==> src/verilog/pti_cfg.svh <==
`ifndef PTI_CFG_SVH
`define PTI_CFG_SVH

// register byte addresses
`define PTI_ADDR_INT_CFG     8'h0b
`define PTI_ADDR_THS_LOW     8'h0c
`define PTI_ADDR_THS_HIGH    8'h0d
`define PTI_ADDR_REF_XL      8'h15
`define PTI_ADDR_REF_L       8'h16
`define PTI_ADDR_REF_H       8'h17
`define PTI_ADDR_OFS_L       8'h18
`define PTI_ADDR_OFS_H       8'h19
`define PTI_ADDR_INT_SRC     8'h25
`define PTI_ADDR_OUT_XL      8'h28
`define PTI_ADDR_OUT_L       8'h29
`define PTI_ADDR_OUT_H       8'h2a

// interrupt configuration field positions
`define PTI_CFG_HIGH_EN      0
`define PTI_CFG_LOW_EN       1
`define PTI_CFG_LATCH        2
`define PTI_CFG_DIFFERENTIAL_IRQ_ENABLE      3
`define PTI_CFG_AZ_RESET     4
`define PTI_CFG_AZ_CAPTURE   5
`define PTI_CFG_AR_RESET     6
`define PTI_CFG_AR_CAPTURE   7

// interrupt source field positions
`define PTI_SRC_HIGH         0
`define PTI_SRC_LOW          1
`define PTI_SRC_ACTIVE       2

// reset values
`define PTI_RST_BYTE         8'h00
`define PTI_RST_WORD16       16'h0000
`define PTI_RST_PRESS        24'h00_0000

// threshold lsb (1/16 hPa) to pressure lsb scaling, as a left shift
`define PTI_THS_SHIFT        8

`endif

==> src/verilog/pti_pkg.sv <==
package pti_pkg;

  typedef logic [23:0] pti_press_t;

  // what the output pressure registers report
  typedef enum logic [1:0] {
    PTI_OUT_RAW    = 2'b00,
    PTI_OUT_ZERO   = 2'b01,
    PTI_OUT_OFFSET = 2'b10
  } pti_out_mode_t;

endpackage

==> src/verilog/pti_threshold_irq.sv <==
// Notes on behaviour
// high enable set: event when compare value exceeds threshold; enable resets to zero
// low enable set: event when compare value falls below negative threshold
// host sets differential enable and loads both threshold bytes for events
// host enables high, low or both whenever differential enable is set
// in either capture mode compare value is measured minus stored reference
// auto-zero captures reference; output and compare become measured minus reference
// auto-zero bit self-clears after first conversion; zeroed behaviour continues
// auto-zero reset returns output to normal and clears reference registers
// auto-reference captures reference; compare becomes measured minus reference
// auto-reference mode output is measured minus the 16-bit pressure offset
// auto-reference bit self-clears after first conversion following its setting
// auto-reference reset returns to normal mode
// threshold is 16-bit unsigned; low byte at 0Ch, high byte at 0Dh
// threshold magnitude is value/16 hPa, symmetric positive and negative limit
// high threshold register holds only threshold bits 15 to 8
// low enable resets to zero, low interrupts disabled until set
// latch select: 1 holds request until source read, 0 follows comparison; code also drops a latched request when differential enable is cleared
// comparison evaluated once per completed conversion, updating high and low events
`timescale 1ns/10ps
`include "pti_cfg.svh"

module pti_threshold_irq #(
  parameter int THS_SHIFT = `PTI_THS_SHIFT
) (
  input  wire logic              clk_sys,
  input  wire logic              rst_n,
  input  wire logic [7:0]        reg_addr,
  input  wire logic              reg_wr,
  input  wire logic [7:0]        reg_wdata,
  input  wire logic              reg_rd,
  output logic      [7:0]        reg_rdata,
  input  wire logic              conv_done,
  input  wire pti_pkg::pti_press_t conv_pressure,
  output pti_pkg::pti_press_t    output_pressure,
  output logic                   irq_out
);
  import pti_pkg::*;

  // scaled threshold must stay below the sign bit of the compare width
  if (THS_SHIFT < 0 || THS_SHIFT > 9) begin : g_bad_shift
    $error("pti_threshold_irq: THS_SHIFT out of range");
  end

  ////////////////////////////////////////////////////////////////////////////
  // register state
  logic          high_event_enable_reg;
  logic          low_event_enable_reg;
  logic          latch_select_reg;
  logic          differential_irq_enable_reg;
  logic          auto_zero_capture_reg;
  logic          auto_reference_capture_reg;
  logic [7:0]    pressure_threshold_low_reg;
  logic [7:0]    pressure_threshold_high_reg;
  logic [15:0]   pressure_offset_reg;
  pti_press_t    reference_pressure_reg;
  pti_press_t    output_pressure_reg;
  pti_out_mode_t out_mode_reg;
  logic          src_high_reg;
  logic          src_low_reg;
  logic          irq_reg;
  logic [7:0]    rdata_reg;

  logic          cfg_wr;
  logic          src_rd;
  logic          az_reset_wr;
  logic          ar_reset_wr;
  logic [15:0]   pressure_threshold;
  logic signed [25:0] cmp_value;
  logic signed [25:0] ths_pos;
  logic signed [25:0] ths_neg;
  logic          hit_high;
  logic          hit_low;
  pti_press_t    out_next;

  assign cfg_wr      = reg_wr && (reg_addr == `PTI_ADDR_INT_CFG);
  assign src_rd      = reg_rd && (reg_addr == `PTI_ADDR_INT_SRC);
  assign az_reset_wr = cfg_wr && reg_wdata[`PTI_CFG_AZ_RESET];
  assign ar_reset_wr = cfg_wr && reg_wdata[`PTI_CFG_AR_RESET];

  ////////////////////////////////////////////////////////////////////////////
  // interrupt configuration bits
  always_ff @(posedge clk_sys or negedge rst_n) begin
    if (!rst_n) begin
      high_event_enable_reg       <= 1'b0;
      low_event_enable_reg        <= 1'b0;
      latch_select_reg            <= 1'b0;
      differential_irq_enable_reg <= 1'b0;
    end else if (cfg_wr) begin
      high_event_enable_reg       <= reg_wdata[`PTI_CFG_HIGH_EN];
      low_event_enable_reg        <= reg_wdata[`PTI_CFG_LOW_EN];
      latch_select_reg            <= reg_wdata[`PTI_CFG_LATCH];
      differential_irq_enable_reg <= reg_wdata[`PTI_CFG_DIFFERENTIAL_IRQ_ENABLE];
    end
  end

  // capture requests: a fresh write wins over the self-clear of the same cycle
  always_ff @(posedge clk_sys or negedge rst_n) begin
    if (!rst_n) begin
      auto_zero_capture_reg      <= 1'b0;
      auto_reference_capture_reg <= 1'b0;
    end else begin
      if (cfg_wr && reg_wdata[`PTI_CFG_AZ_CAPTURE]) begin
        auto_zero_capture_reg <= 1'b1;
      end else if (conv_done || az_reset_wr) begin
        auto_zero_capture_reg <= 1'b0;
      end
      if (cfg_wr && reg_wdata[`PTI_CFG_AR_CAPTURE]) begin
        auto_reference_capture_reg <= 1'b1;
      end else if (conv_done || ar_reset_wr) begin
        auto_reference_capture_reg <= 1'b0;
      end
    end
  end

  ////////////////////////////////////////////////////////////////////////////
  // threshold and offset bytes
  always_ff @(posedge clk_sys or negedge rst_n) begin
    if (!rst_n) begin
      pressure_threshold_low_reg  <= `PTI_RST_BYTE;
      pressure_threshold_high_reg <= `PTI_RST_BYTE;
      pressure_offset_reg         <= `PTI_RST_WORD16;
    end else if (reg_wr) begin
      case (reg_addr)
        `PTI_ADDR_THS_LOW:  pressure_threshold_low_reg  <= reg_wdata;
        `PTI_ADDR_THS_HIGH: pressure_threshold_high_reg <= reg_wdata;
        `PTI_ADDR_OFS_L:    pressure_offset_reg[7:0]    <= reg_wdata;
        `PTI_ADDR_OFS_H:    pressure_offset_reg[15:8]   <= reg_wdata;
        default: begin
        end
      endcase
    end
  end

  // high byte only means something next to the low byte
  assign pressure_threshold = {pressure_threshold_high_reg, pressure_threshold_low_reg};

  ////////////////////////////////////////////////////////////////////////////
  // reference capture and output mode
  always_ff @(posedge clk_sys or negedge rst_n) begin
    if (!rst_n) begin
      reference_pressure_reg <= `PTI_RST_PRESS;
    end else if (conv_done && (auto_zero_capture_reg || auto_reference_capture_reg)) begin
      reference_pressure_reg <= conv_pressure;
    end else if (az_reset_wr) begin
      reference_pressure_reg <= `PTI_RST_PRESS;
    end
  end

  // auto-zero takes the output over if both captures are pending together
  always_ff @(posedge clk_sys or negedge rst_n) begin
    if (!rst_n) begin
      out_mode_reg <= PTI_OUT_RAW;
    end else if (conv_done && auto_zero_capture_reg) begin
      out_mode_reg <= PTI_OUT_ZERO;
    end else if (conv_done && auto_reference_capture_reg) begin
      out_mode_reg <= PTI_OUT_OFFSET;
    end else if (az_reset_wr && out_mode_reg == PTI_OUT_ZERO) begin
      out_mode_reg <= PTI_OUT_RAW;
    end else if (ar_reset_wr && out_mode_reg == PTI_OUT_OFFSET) begin
      out_mode_reg <= PTI_OUT_RAW;
    end
  end

  ////////////////////////////////////////////////////////////////////////////
  // compare value and output value of the current conversion
  always_comb begin
    cmp_value = 26'(signed'(conv_pressure));
    out_next  = conv_pressure;
    // a capture in this very conversion already counts as the reference
    if (auto_zero_capture_reg) begin
      cmp_value = 26'sh000_0000;
      out_next  = `PTI_RST_PRESS;
    end else begin
      case (out_mode_reg)
        PTI_OUT_ZERO: begin
          cmp_value = 26'(signed'(conv_pressure)) - 26'(signed'(reference_pressure_reg));
          out_next  = conv_pressure - reference_pressure_reg;
        end
        PTI_OUT_OFFSET: begin
          cmp_value = 26'(signed'(conv_pressure)) - 26'(signed'(reference_pressure_reg));
          out_next  = conv_pressure - 24'(signed'(pressure_offset_reg));
        end
        default: begin
        end
      endcase
      if (auto_reference_capture_reg) begin
        cmp_value = 26'sh000_0000;
        out_next  = conv_pressure - 24'(signed'(pressure_offset_reg));
      end
    end
  end

  // symmetric limits; threshold lsb is 1/16 hPa
  assign ths_pos  = signed'(26'(pressure_threshold) << THS_SHIFT);
  assign ths_neg  = -ths_pos;
  assign hit_high = differential_irq_enable_reg && high_event_enable_reg && (cmp_value > ths_pos);
  assign hit_low  = differential_irq_enable_reg && low_event_enable_reg && (cmp_value < ths_neg);

  ////////////////////////////////////////////////////////////////////////////
  // output pressure follows each conversion
  always_ff @(posedge clk_sys or negedge rst_n) begin
    if (!rst_n) begin
      output_pressure_reg <= `PTI_RST_PRESS;
    end else if (conv_done) begin
      output_pressure_reg <= out_next;
    end
  end

  // event flags: latched until source read or differential enable cleared, or renewed every conversion
  always_ff @(posedge clk_sys or negedge rst_n) begin
    if (!rst_n) begin
      src_high_reg <= 1'b0;
      src_low_reg  <= 1'b0;
    end else if (conv_done) begin
      if (latch_select_reg) begin
        // set beats a source read landing in the same cycle
        src_high_reg <= hit_high || (src_high_reg && !src_rd);
        src_low_reg  <= hit_low || (src_low_reg && !src_rd);
      end else begin
        src_high_reg <= hit_high;
        src_low_reg  <= hit_low;
      end
    end else if (src_rd && latch_select_reg) begin
      src_high_reg <= 1'b0;
      src_low_reg  <= 1'b0;
    end else if (!differential_irq_enable_reg) begin
      src_high_reg <= 1'b0;
      src_low_reg  <= 1'b0;
    end
  end

  // pin follows the flags one cycle late so it comes straight from a flop
  always_ff @(posedge clk_sys or negedge rst_n) begin
    if (!rst_n) begin
      irq_reg <= 1'b0;
    end else begin
      irq_reg <= src_high_reg || src_low_reg;
    end
  end

  ////////////////////////////////////////////////////////////////////////////
  // read port, one cycle latency, unmapped reads zero
  always_ff @(posedge clk_sys or negedge rst_n) begin
    if (!rst_n) begin
      rdata_reg <= `PTI_RST_BYTE;
    end else if (reg_rd) begin
      case (reg_addr)
        `PTI_ADDR_INT_CFG: begin
          rdata_reg <= {auto_reference_capture_reg, 1'b0, auto_zero_capture_reg, 1'b0,
                        differential_irq_enable_reg, latch_select_reg,
                        low_event_enable_reg, high_event_enable_reg};
        end
        `PTI_ADDR_THS_LOW:  rdata_reg <= pressure_threshold_low_reg;
        `PTI_ADDR_THS_HIGH: rdata_reg <= pressure_threshold_high_reg;
        `PTI_ADDR_REF_XL:   rdata_reg <= reference_pressure_reg[7:0];
        `PTI_ADDR_REF_L:    rdata_reg <= reference_pressure_reg[15:8];
        `PTI_ADDR_REF_H:    rdata_reg <= reference_pressure_reg[23:16];
        `PTI_ADDR_OFS_L:    rdata_reg <= pressure_offset_reg[7:0];
        `PTI_ADDR_OFS_H:    rdata_reg <= pressure_offset_reg[15:8];
        `PTI_ADDR_INT_SRC:  rdata_reg <= {5'b0_0000, src_high_reg || src_low_reg, src_low_reg, src_high_reg};
        `PTI_ADDR_OUT_XL:   rdata_reg <= output_pressure_reg[7:0];
        `PTI_ADDR_OUT_L:    rdata_reg <= output_pressure_reg[15:8];
        `PTI_ADDR_OUT_H:    rdata_reg <= output_pressure_reg[23:16];
        default:            rdata_reg <= `PTI_RST_BYTE;
      endcase
    end
  end

  assign reg_rdata       = rdata_reg;
  assign output_pressure = output_pressure_reg;
  assign irq_out         = irq_reg;

endmodule
==> config.mk <==
export PLATFORM = sky130hd
export DESIGN_NAME = pti_threshold_irq
export DESIGN_NICKNAME = d
export VERILOG_FILES = /design/src/verilog/pti_pkg.sv /design/src/verilog/pti_threshold_irq.sv
export VERILOG_INCLUDE_DIRS = /design/src /design/src/verilog
export SDC_FILE = /design/constraint.sdc
export NUM_CORES = 1
export LEC_CHECK = 0
export ABC_CLOCK_PERIOD_IN_PS = 5350
export BUFFER_PORTS_ARGS = -buffer_cell sky130_fd_sc_hd__buf_2
export CAP_MARGIN = 25
export CELL_PAD_IN_SITES_DETAIL_PLACEMENT = 1
export CELL_PAD_IN_SITES_GLOBAL_PLACEMENT = 1
export CORE_UTILIZATION = 47
export DETAILED_ROUTE_END_ITERATION = 7
export PLACE_DENSITY_LB_ADDON = 0.1
export SKIP_CTS_REPAIR_TIMING = 1
export SLEW_MARGIN = 25
export SYNTH_ARGS = -nofsm -noshare
export SYNTH_HDL_FRONTEND = slang
export SYNTH_SLANG_ARGS = --single-unit
export TNS_END_PERCENT = 20
==> constraint.sdc <==
create_clock -name clk_sys -period 5.35 [get_ports clk_sys]
set_input_delay 0.2675 -clock clk_sys [delete_from_list [all_inputs] [get_ports clk_sys]]
set_output_delay 0.2675 -clock clk_sys [all_outputs]
set_load 0.01 [all_outputs]
==> impl_metrics.py, run 1 <==
metrics = {
    "floorplanning": {
        "dieArea_um2": 18970,
        "fp.dieW_um": 137.7,
        "pin_count": 78,
        "die_height_um": 137.7,
        "start_util_pct": 48.03,
        "row_count": 49,
        "core_region_area_um2": 18020,
    },
    "finish": {
        "syn_to_final_growth_pct": 11.06,
        "layout.nets": 1181,
        "drive_gt1_share_pct": 16.20,
        "design_area_um2": 9614,
        "final_common_cell": "dfrtp_1",
        "antennaDiodeCount": 0,
        "finalNonFillerCells": 1291,
        "layout.cells.most_common_list": "99 x dfrtp_1, 90 x inv_1, 76 x ha_1, 76 x buf_2, 73 x a21oi_1",
        "fill_cells": 2168,
    },
    "yosys": {
        "synthFlopType": "dfrtp_1",
        "syn_nets": 1119,
        "syn_avg_cell_area_um2": 8.701,
        "ys_seq_area_share_pct": 28.62,
        "async_flop_share_pct": 100.0,
        "yosysWarnings": 0,
        "synth.distinct_cells": 75,
        "syn-cell-area_um2": 8657,
        "synth_edf_count": 0,
        "ys_seq_elements": 99,
        "post_synth_inst_count": 995,
    },
    "placement": {
        "place_area_um2": 9283,
        "dpl.hpwl_um": 26070,
        "dp.cells": 1274,
        "place_congestion": 0.9502,
        "io_buffers": 77,
        "pre_cts_slack_ns": 0.1791,
    },
    "route": {
        "drt_iter0_markers": 713,
        "ant_nets": 0,
        "drc": 0,
        "dr.pass1.iters": 5,
        "vias": 8371,
        "wl_per_cell_um": 25.54,
        "totalWireLength_um": 32970,
        "via_per_inst": 6.484,
    },
    "timing": {
        "fmax_mhz": 197.7,
        "tightest_slew_ns": 1.054,
        "fin_ws_ns": 0.2920,
        "setup_tns_ns": 0,
        "relSlewSlack_pct": 29.46,
        "finalHoldViolCount": 0,
        "final.setup_skew_ns": 0.01073,
        "finalSetupViolCount": 0,
        "fin_crit_sh_pct": 94.54,
        "drv_slew": 0,
        "period_minus_slack_ns": 5.058,
    },
    "setup_path": {
        "cp_max_fo": 4,
        "cp.required_ns": 5.60,
        "cp-end-kind": "register",
        "reg2reg_depth": 21,
        "worstReg2RegEnd": "src_high_reg$_DFFE_PN0P_",
        "r2r_slack_ns": 0.29,
        "crit_type": "reg -> reg",
        "critPathLaunch": "reference_pressure_reg[0]$_DFFE_PN0P_",
        "r2r_start": "reference_pressure_reg[0]$_DFFE_PN0P_",
        "crit_arrival_ns": 5.30,
        "endpoint": "src_high_reg$_DFFE_PN0P_",
        "start_kind": "register",
    },
    "clocking": {
        "cts_buffer_depth": 2,
        "cts_root_buf": "clkbuf_16",
        "cts_tree": "built",
        "worstSkewPairLatency_ns": 0.37,
        "clkTransAtPathRegs_ns": 0.09,
        "ctsHtreeMaxLevel": 3,
        "cts_buffers": 9,
        "numClockSinks": 99,
    },
    "grt": {
        "grt_pass1_vias": 8368,
        "grt_start_max_net_pins": 77,
        "use_met3_pct": 6.880,
        "busiest_layer": "met2",
        "grt-ovfl-total": 0,
        "use_met1_pct": 45.45,
        "grt_use_met2_pct": 59.74,
        "grt_pass1_wl_um": 49760,
        "grt_usage_pct": 36.04,
        "grt_antenna_before_repair": 0,
    },
    "job": {
        "drv_cap": 0,
    },
    "worst_hold_path": {
        "hp-class": "in -> reg",
    },
    "power_and_ir_drop": {
        "p_per_area_nw_per_um2": 282.8,
        "leakagePower_nw": 4.329,
        "vdd_drop_max_uv": 172.5,
    },
    "run_status": {
        "status": "complete, no violations",
    },
}
worst max-delay path, cell delays in order, from the launching register on:
cell	delay, ns
dfrtp_1	0.41
ha_1	0.21
fa_1	0.39
nand2b_1	0.20
a211o_1	0.34
a21o_1	0.24
a21oi_1	0.18
o21a_1	0.23
o21a_1	0.13
nor2_1	0.04
xnor2_1	0.16
mux2i_1	0.17
nor2_1	0.08
ha_1	0.34
nand3_1	0.18
or4_1	0.49
a211oi_1	0.22
o2111ai_1	0.15
o32ai_2	0.32
a41oi_2	0.16
a22oi_2	0.17
o41ai_2	0.10
stage by stage:
| step | hold WS, ns | total power, mW | utilization [%] |
|---|---|---|---|
| 6_report | 0.1608 | 2.719 | 53.34 |
| 5_1_grt | 0.1775 | 2.859 | 53.34 |
| 4_1_cts | -0.1989 | 2.705 | 53.19 |
| 3_5_place_dp | 0.2035 | 2.005 | 51.50 |
| 3_3_place_gp | 0.1836 | 1.978 | 51.50 |
| 2_1_floorplan | -0.02809 | 1.621 | - |
how the worst min path moves through the flow:
stage,slack (ns),endpoint,cells past startpoint,startpoint
5_1_grt,0.18,reference_pressure_reg[0]$_DFFE_PN0P_,2,conv_pressure[0]
3_3_place_gp,0.18,reference_pressure_reg[1]$_DFFE_PN0P_,1,rst_n
2_1_floorplan,-0.03,auto_reference_capture_reg$_DFFE_PN0P_,0,rst_n
6_report,0.16,reference_pressure_reg[0]$_DFFE_PN0P_,2,conv_pressure[0]
4_1_cts,-0.20,reference_pressure_reg[1]$_DFFE_PN0P_,1,rst_n
3_5_place_dp,0.20,reference_pressure_reg[1]$_DFFE_PN0P_,1,rst_n
final cells by class:
cell class / instances / area, µm² / area share [%]
multi-input cells: 765 / 5704 / 59.33
clock inverters: 7 / 80.08 / 0.8329
flip-flops and latches: 99 / 2477 / 25.77
clock buffers: 9 / 225.2 / 2.343
repair buffers: 91 / 499.2 / 5.193
inverters: 91 / 341.6 / 3.553
well taps: 229 / 286.5 / 2.980
routing by layer:
metal / wire, µm / share of wire (%)
met2: 15410 / 47
met5: 0 / 0
met1: 14010 / 42
met3: 2155 / 6.5
met4: 1387 / 4.2
synthesized netlist by cell type, drive strengths merged, types with 5 or more instances:
| cell type | count | area share [%] |
|---|---|---|
| xor2 | 24 | 2.4 |
| and2 | 5 | 0.36 |
| a21oi | 75 | 4.4 |
| mux2i | 14 | 1.6 |
| o21a | 19 | 1.6 |
| nor4 | 5 | 0.43 |
| o211ai | 6 | 0.52 |
| a22o | 29 | 2.9 |
| buf | 6 | 0.32 |
| a31oi | 7 | 0.68 |
| nor2 | 69 | 3.0 |
| a222oi | 10 | 1.2 |
| o21ai | 61 | 3.6 |
| a211oi | 14 | 1.6 |
| o31ai | 6 | 0.84 |
| nor3 | 20 | 1.3 |
| nand2b | 26 | 1.9 |
| nor2b | 8 | 0.58 |
| mux2 | 36 | 4.7 |
| o221ai | 9 | 0.91 |
| nand3 | 24 | 1.4 |
| nand2 | 58 | 2.5 |
| a21o | 26 | 2.3 |
| dfrtp | 99 | 29 |
| nand4 | 7 | 0.51 |
| a221oi | 15 | 1.5 |
| and3 | 11 | 0.79 |
| xnor2 | 27 | 2.7 |
| a22oi | 8 | 0.75 |
| ha | 77 | 11 |
| a221o | 5 | 0.58 |
| o21bai | 5 | 0.43 |
| clkbuf | 34 | 1.5 |
| inv | 90 | 3.9 |
| o22ai | 9 | 0.65 |
report_power, final:
group | switching (mW) | total, mW | internal [mW] | leakage (nW)
clock | 0.371 | 0.705 | 0.334 | 0.146
combinational | 0.663 | 1.09 | 0.427 | 2.87
sequential | 0.106 | 0.924 | 0.818 | 1.31
total | 1.14 | 2.72 | 1.58 | 4.33
cells by family after synthesis:
group / synth area share, %
multiplexers: 6.301
AO/OA/AOI/OAI: 27.91
XOR/XNOR: 5.160
adder cells (fa/ha/maj): 11.82
flip-flops: 28.62
AND/OR/NAND/NOR: 14.45
buffers and inverters: 5.738
Note: power is estimated with default switching activity, not from simulation.
==> run 2: changes to the inputs <==
--- a/config.mk
+++ b/config.mk
@@ -8,12 +8,11 @@
 export LEC_CHECK = 0
 export ABC_CLOCK_PERIOD_IN_PS = 5350
 export BUFFER_PORTS_ARGS = -buffer_cell sky130_fd_sc_hd__buf_2
-export CAP_MARGIN = 25
 export CELL_PAD_IN_SITES_DETAIL_PLACEMENT = 1
 export CELL_PAD_IN_SITES_GLOBAL_PLACEMENT = 1
 export CORE_UTILIZATION = 47
 export DETAILED_ROUTE_END_ITERATION = 7
-export PLACE_DENSITY_LB_ADDON = 0.1
+export PLACE_DENSITY = 0.8
 export SKIP_CTS_REPAIR_TIMING = 1
 export SLEW_MARGIN = 25
 export SYNTH_ARGS = -nofsm -noshare
==> run 2 against run 1 <==
Effect of this change:
- cell count did not move
- die area did not move
- count of clock-buffer cells in the layout is the same
- fmax is 0.97% lower
- wire length up 0.96%
- combinational power is essentially flat
- sequential power increased by 0.8%
- utilization is essentially flat
- final area is essentially flat
- largest cell class unchanged
- largest power group unchanged
==> impl_metrics.py, run 2 (synthesis gave the netlist of run 1 again) <==
metrics = {
    "floorplanning": {
        "pin_count": 78,
        "die_height_um": 137.7,
        "row_count": 49,
        "core_region_area_um2": 18020,
        "dieArea_um2": 18970,
        "start_util_pct": 48.03,
        "fp.dieW_um": 137.7,
    },
    "power_and_ir_drop": {
        "p_clk_share_pct": 25.9,
        "p_comb_share_pct": 40.0,
        "leakagePower_nw": 4.337,
        "p_int_mw": 1.584,
        "total_power_mw": 2.727,
        "seqPwrFrac_pct": 34.1,
        "power_switching_mw": 1.143,
        "switching_share_pct": 41.92,
        "vdd_drop_max_uv": 156.6,
        "p_per_area_nw_per_um2": 283.6,
    },
    "clocking": {
        "worstSkewPairLatency_ns": 0.37,
        "numClockSinks": 99,
        "cts_buffer_depth": 2,
        "cts_tree": "built",
        "ctsHtreeMaxLevel": 3,
        "clkTransAtPathRegs_ns": 0.07,
        "cts_root_buf": "clkbuf_16",
        "cts_buffers": 9,
    },
    "route": {
        "dr.pass1.iters": 5,
        "wl_met3_um": 2191,
        "wl_met1_um": 13790,
        "via_per_inst": 6.588,
        "drc": 0,
        "highest_layer": "met4",
        "ant_nets": 0,
        "wl_per_cell_um": 25.78,
        "met2_length_um": 15370,
        "drt_iter0_markers": 649,
        "totalWireLength_um": 33290,
        "vias": 8505,
    },
    "grt": {
        "grt-ovfl-total": 0,
        "grt_antenna_before_repair": 0,
        "grt_start_max_net_pins": 76,
        "grt_pass1_vias": 8735,
        "grt_usage_pct": 36.41,
        "grt_pass1_wl_um": 50470,
    },
    "worst_hold_path": {
        "hp-class": "in -> reg",
    },
    "timing": {
        "finalHoldViolCount": 0,
        "rsz0062_at_grt": "no",
        "finalSetupViolCount": 0,
        "fmax_mhz": 195.8,
        "final.setup_skew_ns": 0.01185,
        "fin_crit_sh_pct": 95.47,
        "drv_slew": 0,
        "relSlewSlack_pct": 34.23,
        "tightest_slew_ns": 0.9800,
        "setup_tns_ns": 0,
        "period_minus_slack_ns": 5.107,
    },
    "finish": {
        "final_common_cell": "dfrtp_1",
        "layout.nets": 1181,
        "syn_to_final_growth_pct": 11.09,
        "antennaDiodeCount": 0,
        "final_core_util_pct": 53.35,
        "layout.cells.most_common_list": "99 x dfrtp_1, 90 x inv_1, 77 x ha_1",
        "drive_gt1_share_pct": 16.20,
        "finalNonFillerCells": 1291,
    },
    "run_status": {
        "status": "complete, no violations",
    },
    "setup_path": {
        "cp_max_fo": 4,
        "crit_arrival_ns": 5.34,
        "crit_type": "reg -> reg",
        "start_kind": "register",
        "cp-end-kind": "register",
        "cp.required_ns": 5.59,
        "r2r_slack_ns": 0.24,
    },
    "placement": {
        "dp.cells": 1274,
        "place_congestion": 0.9558,
        "dpl.hpwl_um": 26180,
        "io_buffers": 77,
    },
    "job": {
        "drv_cap": 0,
    },
}
## run 2: changes by cell type in the layout (fill, tap and decap cells not counted), sizes merged
cell      change
inv           +3
clkinv        -2
clkinvlp      -1
## run 2: power by group through the flow
stage	logic [mW]	clock network (mW)	registers, mW
after floorplan	0.725	0	0.896
after global placement	1.04	0	0.936
after detailed placement	1.07	0	0.938
after CTS	1.08	0.708	0.924
after global routing	1.21	0.737	0.933
final	1.09	0.706	0.931
## run 2: critical path, stage by stage, from the launching register on
cell,delay (ns)
dfrtp_1,0.41
ha_1,0.21
fa_1,0.40
nand2b_1,0.20
a211o_1,0.34
a21oi_1,0.19
o21ai_0,0.10
nand2b_1,0.09
a211oi_1,0.07
a2111oi_0,0.43
a21oi_1,0.17
nor2_1,0.25
ha_1,0.17
and3_1,0.15
nand3_1,0.13
or4_1,0.59
a211oi_1,0.23
o2111ai_1,0.16
o32ai_2,0.28
a41oi_2,0.15
a22oi_2,0.16
o41ai_2,0.10
## run 2: final cells by class
| class | instances | area (µm²) |
|---|---|---|
| fillers | 2162 | 8408 |
| multi-input cells | 765 | 5703 |
| flip-flops and latches | 99 | 2477 |
| repair buffers | 91 | 499.2 |
| inverters | 91 | 341.6 |
| well taps | 229 | 286.5 |
| clock buffers | 9 | 225.2 |
| clock inverters | 7 | 83.83 |
## run 2: final timing paths
kind	startpoint	to	cells past startpoint
max	reference_pressure_reg[0]$_DFFE_PN0P_	src_high_reg$_DFFE_PN0P_	21
min	conv_pressure[0]	reference_pressure_reg[0]$_DFFE_PN0P_	2
max reg2reg	reference_pressure_reg[0]$_DFFE_PN0P_	src_high_reg$_DFFE_PN0P_	21
min in group asynchronous	rst_n	reference_pressure_reg[5]$_DFFE_PN0P_	2
max in group asynchronous	rst_n	pressure_offset_reg[15]$_DFFE_PN0P_	3
min reg2reg	reg_rdata[6]$_DFFE_PN0P_	reg_rdata[6]$_DFFE_PN0P_	2
## run 2: through the flow
stage	setup slack [ns]	hold slack (ns)	area (µm²)
after floorplan	0.9703	-0.02809	8657
after global placement	0.3602	0.1961	9280
after detailed placement	0.1800	0.1967	9280
after CTS	0.2201	-0.1919	9589
after global routing	0.0006075	0.1696	9617
final	0.2426	0.1689	9617
## run 2: metal layers
| metal | track usage, % | vias up |
|---|---|---|
| met2 | 59.63 | 347 |
| li1 | - | 3795 |
| met3 | 6.990 | 118 |
| met4 | 20.23 | 0 |
| met1 | 44.78 | 4245 |
| met5 | 0 | - |
